<file path="config.mk">
export PLATFORM = sky130hd
export DESIGN_NAME = pms_regs
export DESIGN_NICKNAME = d
export VERILOG_FILES = /design/src/include/pms_pkg.sv /design/src/logic/pms_regs.sv
export SDC_FILE = /design/constraint.sdc
export NUM_CORES = 1
export LEC_CHECK = 0
export ABC_AREA = 1
export BUFFER_PORTS_ARGS = -buffer_cell sky130_fd_sc_hd__buf_4
export CORE_ASPECT_RATIO = 1.5
export CORE_MARGIN = 5
export CORE_UTILIZATION = 60
export CTS_CLUSTER_DIAMETER = 200
export CTS_CLUSTER_SIZE = 28
export DETAILED_ROUTE_END_ITERATION = 6
export GPL_TIMING_DRIVEN = 0
export PLACE_DENSITY = 0.79
export RECOVER_POWER = 100
export SLEW_MARGIN = 0
export SYNTH_ARGS = -nofsm -noshare
export SYNTH_HDL_FRONTEND = slang
export SYNTH_SLANG_ARGS = --single-unit
</file>
<file path="constraint.sdc">
create_clock -name clk -period 4.4 [get_ports clk]
set_input_delay 0.88 -clock clk [delete_from_list [all_inputs] [get_ports clk]]
set_output_delay 0.88 -clock clk [all_outputs]
set_load 0.03 [all_outputs]
</file>
<file path="src/include/pms_pkg.sv">
// Constants and types for the PHY mode, autoneg expansion and crossover register bank.
// Assumes a management station clocking frames over a serial management link.
package pms_pkg;
    // Register indices on the management link
    localparam logic [4:0] REG_AN_EXP = 5'h06;
    localparam logic [4:0] REG_MODE_CTRL = 5'h11;
    localparam logic [4:0] REG_SPEC_MODES = 5'h12;
    localparam logic [4:0] REG_SPEC_CTRL = 5'h1B;
    // Expansion status bit positions
    localparam int EXP_PDF = 4;
    localparam int EXP_LP_NP = 3;
    localparam int EXP_NP = 2;
    localparam int EXP_PAGE = 1;
    localparam int EXP_LP_AN = 0;
    // Mode control bit positions
    localparam int MC_EDPD = 13;
    localparam int MC_ENERGY = 1;
    // Special modes fields
    localparam int SM_MODE_HI = 7;
    localparam int SM_MODE_LO = 5;
    localparam int SM_ADDR_HI = 4;
    localparam logic [15:0] SM_RESET = 16'h00E1;
    // Special control bit positions
    localparam int SC_OVR = 15;
    localparam int SC_AMDIX = 14;
    localparam int SC_XSTATE = 13;
    localparam int SC_PLL = 10;
    localparam int SC_RX_POL = 4;
    // Operating modes
    localparam logic [2:0] MODE_10HD = 3'h0;
    localparam logic [2:0] MODE_10FD = 3'h1;
    localparam logic [2:0] MODE_100HD = 3'h2;
    localparam logic [2:0] MODE_100FD = 3'h3;
    localparam logic [2:0] MODE_AN100HD = 3'h4;
    localparam logic [2:0] MODE_REPEATER = 3'h5;
    localparam logic [2:0] MODE_ALL = 3'h7;
    // Local next page capability
    localparam logic NEXT_PAGE_ABLE = 1'h0;
    // Frame layout
    localparam logic [5:0] PRE_BITS = 6'h20;
    localparam logic [5:0] HDR_LAST = 6'h0B;
    localparam logic [5:0] TA_LAST = 6'h01;
    localparam logic [5:0] DATA_LAST = 6'h0F;
    localparam logic [1:0] OP_READ = 2'h2;
    localparam logic [1:0] OP_WRITE = 2'h1;
    // Energy timeout
    localparam int ENERGY_MS = 256;
    localparam int CLK_KHZ = 200000;
    localparam int unsigned ENERGY_CYC = ENERGY_MS * CLK_KHZ;
    // Frame receiver states
    typedef enum logic [2:0] {S_PRE, S_ST, S_HDR, S_TA, S_DATA} pms_state_t;
    // Line status from the autoneg and receive logic
    typedef struct packed {
        logic parallel_fault_evt;
        logic page_rx_evt;
        logic lp_next_page_able;
        logic lp_autoneg_able;
        logic energy_seen;
        logic rx_polarity_reversed;
        logic neg_speed100;
        logic neg_full_duplex;
    } pms_line_t;
    // Decoded configuration for the PHY core
    typedef struct packed {
        logic energy_detect_powerdown_en;
        logic autoneg_en;
        logic [3:0] ctrl_bits;
        logic [3:0] adv_bits;
        logic crs_on_tx;
        logic repeater_mode;
        logic auto_xover_en;
        logic pair_swap;
        logic rx_pll_ref_lock;
    } pms_cfg_t;
endpackage

</file>
<file path="src/logic/pms_regs.sv">
// Management register bank: autoneg expansion, mode control, special modes, special control.
// Assumes mdc and mdio_i synchronous to clk; soft_rst is a one-cycle pulse from the core.
// Summary of operation
// Parallel detection fault latches high in expansion bit 4 until read.
// New page received latches high in expansion bit 1, else reads 0.
// Expansion bit 2 reports local next page ability, reading 0.
// Expansion bits 3 and 0 report partner next page and autoneg ability.
// Mode control bit 13 enables energy-detect power-down, default 0.
// Energy flag drops after 256ms without energy, reads 1 with energy.
// Hardware reset sets the energy flag; software reset leaves it.
// Special modes bits 7:5 select operating mode, default 111.
// Special modes bits 4:0 hold the management address, default 00001.
// Modes 000-011 disable autoneg and force speed and duplex bits.
// Forced 100 half asserts carrier on transmit and receive; full receive only.
// Mode 100 autonegotiates advertising 100 half only, control 1100, adv 0100.
// Mode 101 is repeater: autoneg, 100 half advertised, carrier on receive.
// Station never programs reserved mode 110.
// Mode 111 advertises everything; speed and duplex follow negotiation.
// Override bit 15 chooses between strap pin and register crossover control.
// Under override, bit 14 enables auto crossover; station keeps bit 13 zero then.
// Override with auto off: bit 13 swaps transmit and receive pairs.
// Station never writes override, auto and manual state all set.
// Bit 10 holds the 10M receive PLL on the reference clock.
// Special control bit 4 reports reversed 10M receive polarity.
// Mode, address and PLL lock survive software reset.
// Latched-high bits hold until read, then clear unless condition persists.
`timescale 1ns/100ps
module pms_regs #(
    parameter int unsigned ENERGY_CYCLES = pms_pkg::ENERGY_CYC
) (
    // Clock and reset
    input wire logic clk,
    input wire logic rst_n,
    input wire logic soft_rst,
    // Management link
    input wire logic mdc,
    input wire logic mdio_i,
    output logic mdio_o,
    output logic mdio_oe_n,
    // Line status and strap
    input wire pms_pkg::pms_line_t line,
    input wire logic crossover_strap_pin,
    // Configuration to the PHY core
    output pms_pkg::pms_cfg_t cfg,
    output logic [4:0] mgmt_port_address
);
    pms_pkg::pms_state_t state_q;
    logic mdc_q;
    logic mdc_rise;
    logic [5:0] cnt_q;
    logic [15:0] sh_q;
    logic [11:0] hdr;
    logic [4:0] reg_q;
    logic rd_q;
    logic rd_start;
    logic wr_stb;
    logic [15:0] wr_data;
    logic [15:0] rd_sh_q;
    logic [15:0] rd_mux;
    logic clr_exp;
    logic pdf_q;
    logic page_q;
    logic edpd_q;
    logic energy_present_flag_q;
    logic [31:0] quiet_q;
    logic [15:0] smodes_q;
    logic ovr_q;
    logic amdix_q;
    logic xstate_q;
    logic rx_pll_ref_lock_q;
    logic [2:0] mode;
    pms_pkg::pms_cfg_t cfg_d;
    pms_pkg::pms_cfg_t cfg_q;

    // Edge of the management clock and frame fields
    assign mdc_rise = mdc & ~mdc_q;
    assign hdr = {sh_q[10:0], mdio_i};
    assign mode = smodes_q[pms_pkg::SM_MODE_HI:pms_pkg::SM_MODE_LO];
    assign mgmt_port_address = smodes_q[pms_pkg::SM_ADDR_HI:0];
    assign rd_start = mdc_rise && state_q == pms_pkg::S_HDR && cnt_q == pms_pkg::HDR_LAST
        && hdr[9:5] == mgmt_port_address && hdr[11:10] == pms_pkg::OP_READ;
    assign wr_stb = mdc_rise && state_q == pms_pkg::S_DATA && cnt_q == pms_pkg::DATA_LAST && !rd_q;
    assign wr_data = {sh_q[14:0], mdio_i};
    assign clr_exp = rd_start && hdr[4:0] == pms_pkg::REG_AN_EXP;

    always_ff @(posedge clk) begin
        if (!rst_n) begin
            mdc_q <= 1'h0;
        end else begin
            mdc_q <= mdc;
        end
    end

    // Frame receiver: preamble, start, header, turnaround, data
    always_ff @(posedge clk) begin
        if (!rst_n) begin
            state_q <= pms_pkg::S_PRE;
            cnt_q <= 6'h00;
            sh_q <= 16'h0000;
            reg_q <= 5'h00;
            rd_q <= 1'h0;
        end else if (mdc_rise) begin
            sh_q <= {sh_q[14:0], mdio_i};
            case (state_q)
                pms_pkg::S_PRE: begin
                    if (mdio_i) begin
                        cnt_q <= (cnt_q == pms_pkg::PRE_BITS) ? cnt_q : cnt_q + 6'h01;
                    end else begin
                        if (cnt_q == pms_pkg::PRE_BITS) begin
                            state_q <= pms_pkg::S_ST;
                        end
                        cnt_q <= 6'h00;
                    end
                end
                pms_pkg::S_ST: begin
                    state_q <= mdio_i ? pms_pkg::S_HDR : pms_pkg::S_PRE;
                    cnt_q <= 6'h00;
                end
                pms_pkg::S_HDR: begin
                    if (cnt_q == pms_pkg::HDR_LAST) begin
                        cnt_q <= 6'h00;
                        reg_q <= hdr[4:0];
                        rd_q <= hdr[11:10] == pms_pkg::OP_READ;
                        if (hdr[9:5] == mgmt_port_address && (hdr[11:10] == pms_pkg::OP_READ
                            || hdr[11:10] == pms_pkg::OP_WRITE)) begin
                            state_q <= pms_pkg::S_TA;
                        end else begin
                            state_q <= pms_pkg::S_PRE;
                        end
                    end else begin
                        cnt_q <= cnt_q + 6'h01;
                    end
                end
                pms_pkg::S_TA: begin
                    if (cnt_q == pms_pkg::TA_LAST) begin
                        state_q <= pms_pkg::S_DATA;
                        cnt_q <= 6'h00;
                    end else begin
                        cnt_q <= cnt_q + 6'h01;
                    end
                end
                pms_pkg::S_DATA: begin
                    if (cnt_q == pms_pkg::DATA_LAST) begin
                        state_q <= pms_pkg::S_PRE;
                        cnt_q <= 6'h00;
                    end else begin
                        cnt_q <= cnt_q + 6'h01;
                    end
                end
                default: begin
                    state_q <= pms_pkg::S_PRE;
                    cnt_q <= 6'h00;
                end
            endcase
        end
    end

    // Read data selection, unused bits read as zero
    always_comb begin
        rd_mux = 16'h0000;
        case (hdr[4:0])
            pms_pkg::REG_AN_EXP: begin
                rd_mux[pms_pkg::EXP_PDF] = pdf_q;
                rd_mux[pms_pkg::EXP_LP_NP] = line.lp_next_page_able;
                rd_mux[pms_pkg::EXP_NP] = pms_pkg::NEXT_PAGE_ABLE;
                rd_mux[pms_pkg::EXP_PAGE] = page_q;
                rd_mux[pms_pkg::EXP_LP_AN] = line.lp_autoneg_able;
            end
            pms_pkg::REG_MODE_CTRL: begin
                rd_mux[pms_pkg::MC_EDPD] = edpd_q;
                rd_mux[pms_pkg::MC_ENERGY] = energy_present_flag_q;
            end
            pms_pkg::REG_SPEC_MODES: begin
                rd_mux = smodes_q;
            end
            pms_pkg::REG_SPEC_CTRL: begin
                rd_mux[pms_pkg::SC_OVR] = ovr_q;
                rd_mux[pms_pkg::SC_AMDIX] = amdix_q;
                rd_mux[pms_pkg::SC_XSTATE] = xstate_q;
                rd_mux[pms_pkg::SC_PLL] = rx_pll_ref_lock_q;
                rd_mux[pms_pkg::SC_RX_POL] = line.rx_polarity_reversed;
            end
            default: begin
                rd_mux = 16'h0000;
            end
        endcase
    end

    // Read driver: zero in second turnaround bit, then data MSB first
    always_ff @(posedge clk) begin
        if (!rst_n) begin
            rd_sh_q <= 16'h0000;
            mdio_o <= 1'h0;
            mdio_oe_n <= 1'h1;
        end else if (rd_start) begin
            rd_sh_q <= rd_mux;
        end else if (mdc_rise && rd_q && state_q == pms_pkg::S_TA) begin
            mdio_oe_n <= 1'h0;
            if (cnt_q == pms_pkg::TA_LAST) begin
                mdio_o <= rd_sh_q[15];
                rd_sh_q <= {rd_sh_q[14:0], 1'h0};
            end else begin
                mdio_o <= 1'h0;
            end
        end else if (mdc_rise && rd_q && state_q == pms_pkg::S_DATA) begin
            if (cnt_q == pms_pkg::DATA_LAST) begin
                mdio_oe_n <= 1'h1;
                mdio_o <= 1'h0;
            end else begin
                mdio_o <= rd_sh_q[15];
                rd_sh_q <= {rd_sh_q[14:0], 1'h0};
            end
        end
    end

    // Latched-high expansion bits, a new event beats the read clear
    always_ff @(posedge clk) begin
        if (!rst_n || soft_rst) begin
            pdf_q <= 1'h0;
            page_q <= 1'h0;
        end else begin
            pdf_q <= line.parallel_fault_evt | (pdf_q & ~clr_exp);
            page_q <= line.page_rx_evt | (page_q & ~clr_exp);
        end
    end

    // Energy-detect power-down enable
    always_ff @(posedge clk) begin
        if (!rst_n || soft_rst) begin
            edpd_q <= 1'h0;
        end else if (wr_stb && reg_q == pms_pkg::REG_MODE_CTRL) begin
            edpd_q <= wr_data[pms_pkg::MC_EDPD];
        end
    end

    // Energy present flag with quiet-line timeout, untouched by soft reset
    always_ff @(posedge clk) begin
        if (!rst_n) begin
            energy_present_flag_q <= 1'h1;
            quiet_q <= 32'h00000000;
        end else if (line.energy_seen) begin
            energy_present_flag_q <= 1'h1;
            quiet_q <= 32'h00000000;
        end else if (quiet_q == 32'(ENERGY_CYCLES - 1)) begin
            energy_present_flag_q <= 1'h0;
        end else begin
            quiet_q <= quiet_q + 32'h00000001;
        end
    end

    // Special modes: reloaded only by hardware reset
    always_ff @(posedge clk) begin
        if (!rst_n) begin
            smodes_q <= pms_pkg::SM_RESET;
        end else if (wr_stb && reg_q == pms_pkg::REG_SPEC_MODES) begin
            smodes_q <= wr_data;
        end
    end

    // Crossover controls, cleared by either reset
    always_ff @(posedge clk) begin
        if (!rst_n || soft_rst) begin
            ovr_q <= 1'h0;
            amdix_q <= 1'h0;
            xstate_q <= 1'h0;
        end else if (wr_stb && reg_q == pms_pkg::REG_SPEC_CTRL) begin
            ovr_q <= wr_data[pms_pkg::SC_OVR];
            amdix_q <= wr_data[pms_pkg::SC_AMDIX];
            xstate_q <= wr_data[pms_pkg::SC_XSTATE];
        end
    end

    // Receive PLL hold, survives soft reset
    always_ff @(posedge clk) begin
        if (!rst_n) begin
            rx_pll_ref_lock_q <= 1'h0;
        end else if (wr_stb && reg_q == pms_pkg::REG_SPEC_CTRL) begin
            rx_pll_ref_lock_q <= wr_data[pms_pkg::SC_PLL];
        end
    end

    // Mode decode into control and advertisement bits [13,12,10,8] and [8,7,6,5]
    always_comb begin
        cfg_d = '0;
        cfg_d.energy_detect_powerdown_en = edpd_q;
        cfg_d.rx_pll_ref_lock = rx_pll_ref_lock_q;
        cfg_d.auto_xover_en = ovr_q ? amdix_q : crossover_strap_pin;
        cfg_d.pair_swap = ovr_q && !amdix_q && xstate_q;
        case (mode)
            pms_pkg::MODE_10HD: begin
                cfg_d.ctrl_bits = 4'h0;
                cfg_d.crs_on_tx = 1'h1;
            end
            pms_pkg::MODE_10FD: begin
                cfg_d.ctrl_bits = 4'h1;
            end
            pms_pkg::MODE_100HD: begin
                cfg_d.ctrl_bits = 4'h8;
                cfg_d.crs_on_tx = 1'h1;
            end
            pms_pkg::MODE_100FD: begin
                cfg_d.ctrl_bits = 4'h9;
            end
            pms_pkg::MODE_AN100HD: begin
                cfg_d.autoneg_en = 1'h1;
                cfg_d.ctrl_bits = 4'hC;
                cfg_d.adv_bits = 4'h4;
                cfg_d.crs_on_tx = 1'h1;
            end
            pms_pkg::MODE_REPEATER: begin
                cfg_d.autoneg_en = 1'h1;
                cfg_d.ctrl_bits = 4'hC;
                cfg_d.adv_bits = 4'h4;
                cfg_d.repeater_mode = 1'h1;
            end
            pms_pkg::MODE_ALL: begin
                cfg_d.autoneg_en = 1'h1;
                cfg_d.ctrl_bits = {line.neg_speed100, 2'h2, line.neg_full_duplex};
                cfg_d.adv_bits = 4'hF;
                cfg_d.crs_on_tx = !line.neg_full_duplex;
            end
            default: begin
                cfg_d.ctrl_bits = 4'h0; // Reserved mode, station keeps clear of it
            end
        endcase
    end

    // Registered configuration outputs
    always_ff @(posedge clk) begin
        if (!rst_n) begin
            cfg_q <= '0;
        end else begin
            cfg_q <= cfg_d;
        end
    end
    assign cfg = cfg_q;

    // Checks
    a_pdf_latch: assert property (@(posedge clk) disable iff (!rst_n)
        line.parallel_fault_evt && !soft_rst |=> pdf_q)
        else $error("parallel fault not latched");
    a_page_hold: assert property (@(posedge clk) disable iff (!rst_n)
        page_q && !clr_exp && !soft_rst |=> page_q)
        else $error("page bit lost before read");
    a_edpd_write: assert property (@(posedge clk) disable iff (!rst_n)
        wr_stb && reg_q == pms_pkg::REG_MODE_CTRL && !soft_rst
        |=> edpd_q == $past(wr_data[pms_pkg::MC_EDPD]))
        else $error("power-down enable not written");
    a_energy_drop: assert property (@(posedge clk) disable iff (!rst_n)
        quiet_q == 32'(ENERGY_CYCLES - 1) && !line.energy_seen |=> !energy_present_flag_q)
        else $error("energy flag did not drop");
    a_energy_soft: assert property (@(posedge clk) disable iff (!rst_n)
        soft_rst && !line.energy_seen && quiet_q != 32'(ENERGY_CYCLES - 1)
        |=> $stable(energy_present_flag_q))
        else $error("soft reset touched energy flag");
    a_modes_keep: assert property (@(posedge clk) disable iff (!rst_n)
        soft_rst && !wr_stb |=> $stable(smodes_q) && $stable(rx_pll_ref_lock_q))
        else $error("soft reset changed kept fields");
    a_forced_noan: assert property (@(posedge clk) disable iff (!rst_n)
        !mode[2] |=> !cfg.autoneg_en && cfg.adv_bits == 4'h0)
        else $error("forced mode left autoneg on");
    a_strap_select: assert property (@(posedge clk) disable iff (!rst_n)
        !ovr_q && $past(rst_n) |=> cfg.auto_xover_en == $past(crossover_strap_pin) && !cfg.pair_swap)
        else $error("strap not followed");
    a_swap_manual: assert property (@(posedge clk) disable iff (!rst_n)
        ovr_q && !amdix_q |=> cfg.pair_swap == $past(xstate_q) && !cfg.auto_xover_en)
        else $error("manual pair mapping wrong");
    a_repeater_crs: assert property (@(posedge clk) disable iff (!rst_n)
        mode == pms_pkg::MODE_REPEATER |=> cfg.repeater_mode && !cfg.crs_on_tx
        && cfg.ctrl_bits == 4'hC)
        else $error("repeater decode wrong");
    a_read_clear: assert property (@(posedge clk) disable iff (!rst_n)
        clr_exp && !line.page_rx_evt && !soft_rst |=> !page_q && rd_sh_q[pms_pkg::EXP_PAGE] == $past(page_q))
        else $error("latched bit not cleared by read");
endmodule

</file>
# Word-level counts from Yosys, hierarchy flattened

Index checks and enable logic that the tools add are counted.

Flip-flop bits (word level): 120
Bits in latches: 0
Bits in writable memories: 0
Memory bits (read-only): 0
Input port bits: 14
Output and inout bits: 22
Logic and storage cells: 151
Memories kept: 0

$add $sub $neg: 2
Multipliers: 0
Divide/modulo/power cells: 0
Magnitude comparators: 0
Equal/unequal tests: 33
Shift-type cells: 0
Multiplexer cells: 41
Bitwise logic cells: 9
Reductions and logical operators: 38

Operators by type and width:

| kind                                            | count |
|---|---|
| 2-to-1 mux 16 bit                               | 5 |
| adder 32 x 1 -> 32 bit, second input constant   | 1 |
| == test 32 x 26 -> 1 bit, second input constant | 1 |
| == test 5 bit, second input constant            | 6 |
| 2-to-1 mux 6 bit                                | 5 |
| one-hot mux 6 bit (4 select lines)              | 1 |
| one-hot mux 4 bit (5 select lines)              | 1 |
| logical AND 1 bit                               | 17 |
| 2-to-1 mux 3 bit                                | 5 |
| one-hot mux 3 bit (5 select lines)              | 1 |
| == test 3 x 2 -> 1 bit, second input constant   | 4 |
| == test 3 bit, second input constant            | 4 |
| == test 6 x 4 -> 1 bit, second input constant   | 2 |
| 2-to-1 mux 1 bit                                | 10 |
| one-hot mux 1 bit (3 select lines)              | 3 |
| AND reduction 3 bit                             | 3 |
| one-hot mux 2 bit (2 select lines)              | 2 |
| one-hot mux 4 bit (2 select lines)              | 1 |
| adder 6 x 1 -> 6 bit, second input constant     | 1 |
| == test 3 x 1 -> 1 bit, second input constant   | 2 |
| == test 6 x 1 -> 1 bit, second input constant   | 1 |
| == test 6 bit, second input constant            | 1 |
| logical NOT 3 bit                               | 2 |
| 2-to-1 mux 2 bit                                | 3 |
| other kinds (21)                                | 41 |

# Longest topological paths before layout

Gate-level depths: netlist of run 1.

Word-level depth: 10
Mapped depth: 13
Depth with buffers taken out: 12

# Worst setup path after synthesis of run 1

No wires, ideal clock.

Path kind: input -> register
Start: in mdc
End: reg rd_sh_q[2]
Setup time: 109 ps
Data arrival time: 1799 ps
Data required time: 4291 ps
Path slack: 2492 ps
Cell stages on the path: 10
Buffers on the path: 1
Path through: nand2_1 > nor2_2 > nand2_2 > nor2_2 > nand2_2 > buf_4 > nand3_1 > nand3_2 > nand2_1 > inv_1

Longest elaborated chain between the ends: 7
Elaborated cells between the ends (all ways): 14
Classes of those cells: eq/ne (2); mux (2); bitwise (1); reduce/logical (9)

Ends and longest elaborated chain:

| what                                                           | RTL line        | text |
|---|---|---|
| start: declaration                                             | pms_regs.sv:36  | `input wire logic mdc,` |
| bitwise AND 1 bit *                                            | pms_regs.sv:76  | `assign mdc_rise = mdc & ~mdc_q;` |
| logical AND 1 bit (2 in series)                                | pms_regs.sv:80  | `assign rd_start = mdc_rise && state_q == pms_pkg::S_HDR && cnt_q == pms_pkg::HDR_LAST` |
| logical AND 1 bit (2 in series)                                | pms_regs.sv:81  | `&& hdr[9:5] == mgmt_port_address && hdr[11:10] == pms_pkg::OP_READ;` |
| inequality test 3 bit (no source line) (tied with other cells) | n/a             |  |
| AND reduction 3 bit (no source line)                           | n/a             |  |
| end signal: assignment                                         | pms_regs.sv:196 | `rd_sh_q <= rd_mux;` |
| end signal: assignment                                         | pms_regs.sv:201 | `rd_sh_q <= {rd_sh_q[14:0], 1'h0};` |
| end signal: assignment                                         | pms_regs.sv:211 | `rd_sh_q <= {rd_sh_q[14:0], 1'h0};` |
| end: declaration                                               | pms_regs.sv:58  | `logic [15:0] rd_sh_q;` |

Mark *: on every way between the ends. The rest lies on a longest branch, timed or not.
A chain may end at the register's enable or synchronous reset.

# Worst setup path in the final report of run 1

Start: in mdc
End: reg rd_sh_q[7]

Same word-level chain as after synthesis.

==> results of run 1 <==
## critical path, cell delays in order
cell and delay [ps]:
sky130_fd_sc_hd__clkbuf_1 130, sky130_fd_sc_hd__nand3_1 160, sky130_fd_sc_hd__a21oi_1 760, sky130_fd_sc_hd__nand2_8 130, sky130_fd_sc_hd__clkinvlp_2 130, sky130_fd_sc_hd__clkbuf_1 520
sky130_fd_sc_hd__nand2_2 90, sky130_fd_sc_hd__nand3_1 110, sky130_fd_sc_hd__nand2_1 60, sky130_fd_sc_hd__inv_1 50
## path summary, 6_finish.rpt
path	endpoint	cells past startpoint	from	slack, ps
max reg2reg	quiet_q[18]	8	quiet_q[0]	1850
max	rd_sh_q[7]	10	mdc	1730
min	cfg[0]	2	rx_pll_ref_lock_q	440
min reg2reg	cfg[0]	2	rx_pll_ref_lock_q	440
## cell usage in the layout (no fill, tap or decap), types with 6 or more instances in the layout
master / netlist / routed
sky130_fd_sc_hd__or2_2: 9 / 9
sky130_fd_sc_hd__nor2_2: 7 / 6
sky130_fd_sc_hd__nand2_1: 177 / 181
sky130_fd_sc_hd__buf_4: 10 / 21
sky130_fd_sc_hd__inv_1: 103 / 106
sky130_fd_sc_hd__nor2_1: 77 / 79
sky130_fd_sc_hd__clkbuf_16: 0 / 17
sky130_fd_sc_hd__clkinv_2: 0 / 7
sky130_fd_sc_hd__o21ai_0: 47 / 48
sky130_fd_sc_hd__a31oi_1: 8 / 8
sky130_fd_sc_hd__nand2_2: 16 / 13
sky130_fd_sc_hd__a21oi_1: 72 / 73
sky130_fd_sc_hd__nand4_1: 13 / 13
sky130_fd_sc_hd__nor3_1: 13 / 16
sky130_fd_sc_hd__clkbuf_1: 12 / 38
sky130_fd_sc_hd__dfxtp_1: 116 / 116
sky130_fd_sc_hd__nand3_1: 63 / 72
## flip-flops by register name, summed over array words and instances (netlist names), 3 cells and up
| name | cells |
|---|---|
| cfg | 11 |
| cnt_q | 6 |
| quiet_q | 32 |
| rd_sh_q | 16 |
| reg_q | 5 |
| sh_q | 15 |
| smodes_q | 16 |
| state_q | 3 |
## cells in the mapped netlist, drive strengths merged, types with 5 or more instances
cell,n
nand4,13
ha,5
nand2,196
clkbuf,12
buf,20
a21oi,74
dfxtp,116
nor3,19
or2,10
nand3,78
a31oi,8
nor2,86
o211ai,5
inv,108
xnor2,5
o21ai,50
## kinds of logic after synthesis
group	Yosys count	share of synthesized area
simple gates	408	0.336
compound gates	147	0.136
buf+inv	140	0.105
flops	116	0.398
xor+xnor	9	0.0135
fa+ha+maj	5	0.0107
other cells	1	0.000642
## per-layer routing
| metal | wire, um | GRT usage |
|---|---|---|
| met5 | 0 | 0 |
| met4 | 782 | 0.176 |
| met3 | 760 | 0.0584 |
| met2 | 7980 | 0.494 |
| met1 | 5550 | 0.257 |
## per-stage QoR
step / setup WS, ps / hold slack, ps / util / std cells
2_1_floorplan: 2490 / 399 / - / 826
5_1_grt: 1580 / 452 / 0.691 / 1006
4_1_cts: 2350 / 434 / 0.713 / 1006
3_5_place_dp: 1990 / 421 / 0.651 / 975
3_3_place_gp: 2060 / 416 / 0.651 / 975
6_report: 1730 / 437 / 0.691 / 1006
## area by class of cell
type | instances | area share
Sequential cell | 116 | 0.351
Buffer | 32 | 0.0267
Timing Repair Buffer | 34 | 0.0272
Tap cell | 115 | 0.0217
Clock inverter | 11 | 0.0202
Multi-Input combinational cell | 570 | 0.423
Clock buffer | 20 | 0.0690
Inverter | 108 | 0.0614
## power by group
part           internal (mW)  switching (mW)  total (mW)
Combinational         0.0367          0.0844       0.121
Sequential              1.07          0.0145        1.08
Clock                  0.908           0.467        1.38
==> results.md, run 1 <==
| Step | Result | Value |
|:---|:---|:---|
| status | Result of the run | finished clean |
| die | Die ar. | 0.0118 mm2 |
| global routing | Antenna violations before repair | 0 |
| synthesis | Top-area cell type share of the netlist area | 0.398 |
| detailed routing | Detailed-route wire length per cell | 15.0 um |
| die | Height of the chip | 131 um |
| clocking | Post-CTS clock slew at the launch and capture registers of the worst setup and hold paths | 50 ps |
| final layout | Number of fill cells | 839 |
| synthesis | Mapped Avg Cell Area | 7.07 um2 |
| sta | Skew final | 8.09 ps |
| final layout | Antenna Diode Count | 0 |
| synthesis | Number of synthesized flops with an enable pin | 0 |
| sta | Worst slew margin relative to its limit | 0.333 |
| sta | RSZ-0062 raised after global routing | false |
| synthesis | Seq/Total Area, Yosys | 0.398 |
| die | Die boundary width | 90.6 um |
| worst setup path | Kind of start point of the critical path | input port |
| flow run | Max capacitance violation total | 0 |
| sta | Final hold viol count | 0 |
| global routing | Vias in the first global route | 5544 |
| detailed routing | Post-route ant nets | 0 |
| clocking | Root Driver | sky130_fd_sc_hd__clkbuf_16 |
| power | Max rail drop VDD | 0.292 mV |
| final layout | Total area of multi-input combinational cells | 0.00280 mm2 |
| clocking | Clock latency at the later pin of the worst-skew pair | 410 ps |
| final layout | Share of layout cells above drive strength 1 | 0.116 |
| synthesis | Top FF cell, synth | sky130_fd_sc_hd__dfxtp_1 |
| global routing | Global-route total usage across every layer | 0.263 |
| global routing | First-pass GRT wire length | 25200 um |
| worst setup path | Data required time of the critical path | 4760 ps |
| die | Starting Density | 0.610 |
| detailed routing | Violation count after the first detailed-route iteration | 399 |
| placed design | Port Buf Inserts | 34 |
| synthesis | Yosys warning total | 0 |
| synthesis | Number of cells produced by synthesis | 826 |
| synthesis | Asr flop ratio synth | 0 |
| power | Leak pwr | 2.74 nW |
| final layout | Fin nets | 898 |
| sta | Post-route clock period utilization | 0.606 |
| power | Power density over cell area | 390 mW/mm2 |
| final layout | Area growth from synthesis to final layout | 13.3% |
| final layout | Storage element area | 0.00232 mm2 |
| global routing | Overflow after GRT | 0 |
| sta | Highest Clock Rate | 0.375 GHz |
| synthesis | Area contributors post-synth | sky130_fd_sc_hd__dfxtp_1 40%, sky130_fd_sc_hd__nand2_1 11%, sky130_fd_sc_hd__inv_1 6.6% |
| final layout | Post-Layout Inst Area | 0.00662 mm2 |
| clocking | Buffers from clock root to sink, at most | 2 |
| detailed routing | Residual DRC | 0 |
| worst setup path | Critical setup path kind | input port to flip-flop |
| die | Area of the placeable core | 0.00958 mm2 |
| die | Number of placement rows | 44 |
| sta | Transition at the pin with the smallest max-transition slack | 992 ps |
| worst hold path | Path class of the lowest-slack min-delay path | flip-flop to flip-flop |
| worst setup path | Worst setup EP type | flip-flop |
| power | Final total power | 2.58 mW |
| synthesis | Dominant cell type by area after synthesis | sky130_fd_sc_hd__dfxtp_1 |
| sta | Total of endpoints with negative setup slack in the final report | 0 |
| detailed routing | Number of vias per cell | 5.62 |
| detailed routing | Drt total wl | 15100 um |
| synthesis | Post-synth net total | 845 |
| synthesis | Yosys cell types | 45 |
| worst setup path | Data arrival time at the worst-slack endpoint | 3030 ps |
| sta | Final TNS setup | 0 ps |
| die | IO Pins | 36 |
| detailed routing | Drt pass-1 iters | 5 |
| worst setup path | Maximum net fanout on the critical path | 10 |
| sta | Max-slew violation count | 0 |
| placed design | Area after DPL | 0.00624 mm2 |
| clocking | Total CTS buffers | 17 |
| clocking | Buffers inserted by post-CTS timing repair | 0 |
| placed design | Sum of net half-perimeters after detailed placement | 11100 um |
| clocking | Count of H-tree levels built during CTS | 4 |
| clocking | Number of hold buffers added after cts | 0 |
| sta | Min Tclk post-route | 2670 ps |
| detailed routing | Via Count | 5649 |
| clocking | PostCTS Resize Cnt | 0 |
| clocking | CTS tree | done |
| global routing | Maximum number of pins on one net before global-route repair | 17 |
| synthesis | #FFs+latches synth | 116 |
| placed design | Weighted congestion at the end of routability-driven global placement | 0.975 |
| synthesis | Combined area of all synthesized cells | 0.00584 mm2 |
| clocking | Number of clock sinks | 116 |
Power figures use the tool's default switching activity.
==> run 2: changes to the inputs <==
==> constraint.sdc (replaced) <==
create_clock -name clk -period 2.64 [get_ports clk]
set_input_delay 0.528 -clock clk [delete_from_list [all_inputs] [get_ports clk]]
set_output_delay 0.528 -clock clk [all_outputs]
set_load 0.03 [all_outputs]
==> run 2 against run 1 <==
  * Combinational power increased by 68%
  * Setup slack got worse by 1300 ps
  * Critical path depth down 1
  * Global-route usage unchanged
  * Largest power group unchanged
==> results.md, run 2 (synthesized netlist as in run 1, its figures left out) <==
| Step | Result | Value |
|:---|:---|:---|
| status | Result of the run | finished clean |
| sta | Skew final | 9.42 ps |
| die | Height of the chip | 131 um |
| detailed routing | Via Count | 5649 |
| worst setup path | FF-to-FF path depth | 9 |
| power | Power density over cell area | 644 mW/mm2 |
| power | Leak pwr | 2.84 nW |
| global routing | Vias in the first global route | 5544 |
| die | Number of placement rows | 44 |
| die | Die boundary width | 90.6 um |
| worst setup path | Kind of start point of the critical path | flip-flop |
| worst setup path | Critical setup path kind | flip-flop to flip-flop |
| clocking | Number of hold buffers added after cts | 0 |
| clocking | Clock latency at the later pin of the worst-skew pair | 420 ps |
| detailed routing | Detailed-route wire length per cell | 15.1 um |
| final layout | Area growth from synthesis to final layout | 14.6% |
| worst setup path | Worst setup EP type | flip-flop |
| sta | Highest Clock Rate | 0.455 GHz |
| worst setup path | Critical register-to-register path endpoint | energy_present_flag_q |
| sta | Worst slew margin relative to its limit | 0.525 |
| final layout | Final non-filler cell total | 1006 |
| detailed routing | Violation count after the first detailed-route iteration | 412 |
| clocking | Buffers inserted by post-CTS timing repair | 0 |
| final layout | Antenna Diode Count | 0 |
| die | Starting Density | 0.610 |
| final layout | Top library cells by usage in the layout, fill and taps aside | 186 x sky130_fd_sc_hd__nand2_1, 116 x sky130_fd_sc_hd__dfxtp_1, 106 x sky130_fd_sc_hd__inv_1 |
| power | Max rail drop VDD | 0.488 mV |
| final layout | Fin nets | 898 |
| detailed routing | Number of vias per cell | 5.62 |
| clocking | Count of H-tree levels built during CTS | 4 |
| global routing | Maximum number of pins on one net before global-route repair | 17 |
| clocking | PostCTS Resize Cnt | 0 |
| clocking | Buffers from clock root to sink, at most | 2 |
| placed design | Placed Instances | 975 |
| sta | Total of endpoints with negative setup slack in the final report | 0 |
| clocking | Total CTS buffers | 17 |
| global routing | Antenna violations before repair | 0 |
| sta | Final hold viol count | 0 |
| worst setup path | Source of the worst register-to-register timing path | quiet_q[0] |
| worst setup path | Data required time of the critical path | 2930 ps |
| final layout | Number of flip-flops under the largest register name | 32 |
| clocking | Root Driver | sky130_fd_sc_hd__clkbuf_16 |
| final layout | Biggest register | quiet_q |
| worst setup path | Capture point of the critical path | energy_present_flag_q |
| worst setup path | Maximum net fanout on the critical path | 10 |
| final layout | Utilization after layout | 0.699 |
| clocking | Number of clock sinks | 116 |
| final layout | Share of layout cells above drive strength 1 | 0.125 |
| worst setup path | Data arrival time at the worst-slack endpoint | 2480 ps |
| die | IO Pins | 36 |
| flow run | Max capacitance violation total | 0 |
| final layout | Most common cell after layout, fill and taps aside | sky130_fd_sc_hd__nand2_1 |
| worst setup path | Worst-case register-to-register setup slack | 440 ps |
| placed design | Port Buf Inserts | 34 |
| sta | Final TNS setup | 0 ps |
| detailed routing | Drt pass-1 iters | 5 |
| sta | Post-route clock period utilization | 0.832 |
| detailed routing | Residual DRC | 0 |
| sta | Transition at the pin with the smallest max-transition slack | 712 ps |
| placed design | Sum of net half-perimeters after detailed placement | 11100 um |
| clocking | CTS tree | done |
| placed design | Weighted congestion at the end of routability-driven global placement | 0.975 |
| sta | Min Tclk post-route | 2200 ps |
| worst hold path | Path class of the lowest-slack min-delay path | input port to flip-flop |
| worst setup path | Startpoint of the most critical setup path | quiet_q[0] |
| die | Area of the placeable core | 0.00958 mm2 |
| global routing | First-pass GRT wire length | 25200 um |
| sta | Max-slew violation count | 0 |
| final layout | Registers with the most flip-flops | quiet_q: 32 flops, rd_sh_q: 16 flops, smodes_q: 16 flops |
| global routing | Overflow after GRT | 0 |
| clocking | Post-CTS clock slew at the launch and capture registers of the worst setup and hold paths | 50 ps |
| detailed routing | Drt total wl | 15200 um |
| detailed routing | Post-route ant nets | 0 |
| die | Die ar. | 0.0118 mm2 |
| global routing | Global-route total usage across every layer | 0.263 |
| sta | RSZ-0062 raised after global routing | false |
==> run 2: changes by cell type in the layout (fill, tap and decap cells not counted), sizes merged <==
cell / change
buf: +3
clkbuf: -3
clkinvlp: -1
inv: +1
==> run 2: worst min path at each step <==
stage                            from     end  slack, ps  cells past startpoint
floorplan                     amdix_q  cfg[1]        400                      1
global placement              amdix_q  cfg[1]        420                      1
detailed placement  rx_pll_ref_lock_q  cfg[0]        420                      2
CTS                           line[0]  cfg[4]        320                      2
global route                  line[0]  cfg[4]        320                      2
finish                        line[0]  cfg[4]        320                      2
==> run 2: worst max-delay path, stage by stage, from the launching register on <==
cell,delay (ps)
sky130_fd_sc_hd__dfxtp_1,400
sky130_fd_sc_hd__ha_1,210
sky130_fd_sc_hd__nand3_1,170
sky130_fd_sc_hd__inv_1,170
sky130_fd_sc_hd__nand2_4,110
sky130_fd_sc_hd__nor3_1,280
sky130_fd_sc_hd__nand2_1,250
sky130_fd_sc_hd__clkbuf_1,310
sky130_fd_sc_hd__nand2_1,120
sky130_fd_sc_hd__nand2_1,50
==> run 2: metal layers <==
layer / vias up / share of wire / global-route usage
met3: 57 / 0.055 / 0.0584
li1: 2779 / - / -
met5: - / 0 / 0
met2: 202 / 0.53 / 0.494
met1: 2611 / 0.37 / 0.257
met4: 0 / 0.050 / 0.176
==> run 2: layout make-up <==
type	instances	area, um2
fillers	832	2890
multi-input cells	570	2840
clock inverters	11	134
plain buffers	32	200
clock buffers	20	457
inverters	108	408
flip-flops and latches	116	2320
repair buffers	34	184
well taps	115	144
==> run 2: power by group <==
group	leakage (nW)	internal, mW	switching [mW]
sequential	0.941	1.78	0.0241
combinational	1.60	0.0618	0.142
clock	0.299	1.51	0.785
==> run 2: per-stage QoR <==
step	hold slack, ps	area [um2]	setup slack [ps]	power, mW
floorplan	399	5840	1080	1.97
global placement	416	6240	647	2.05
detailed placement	421	6240	579	2.05
CTS	315	6830	687	4.33
global route	324	6690	296	4.43
finish	320	6690	443	4.31
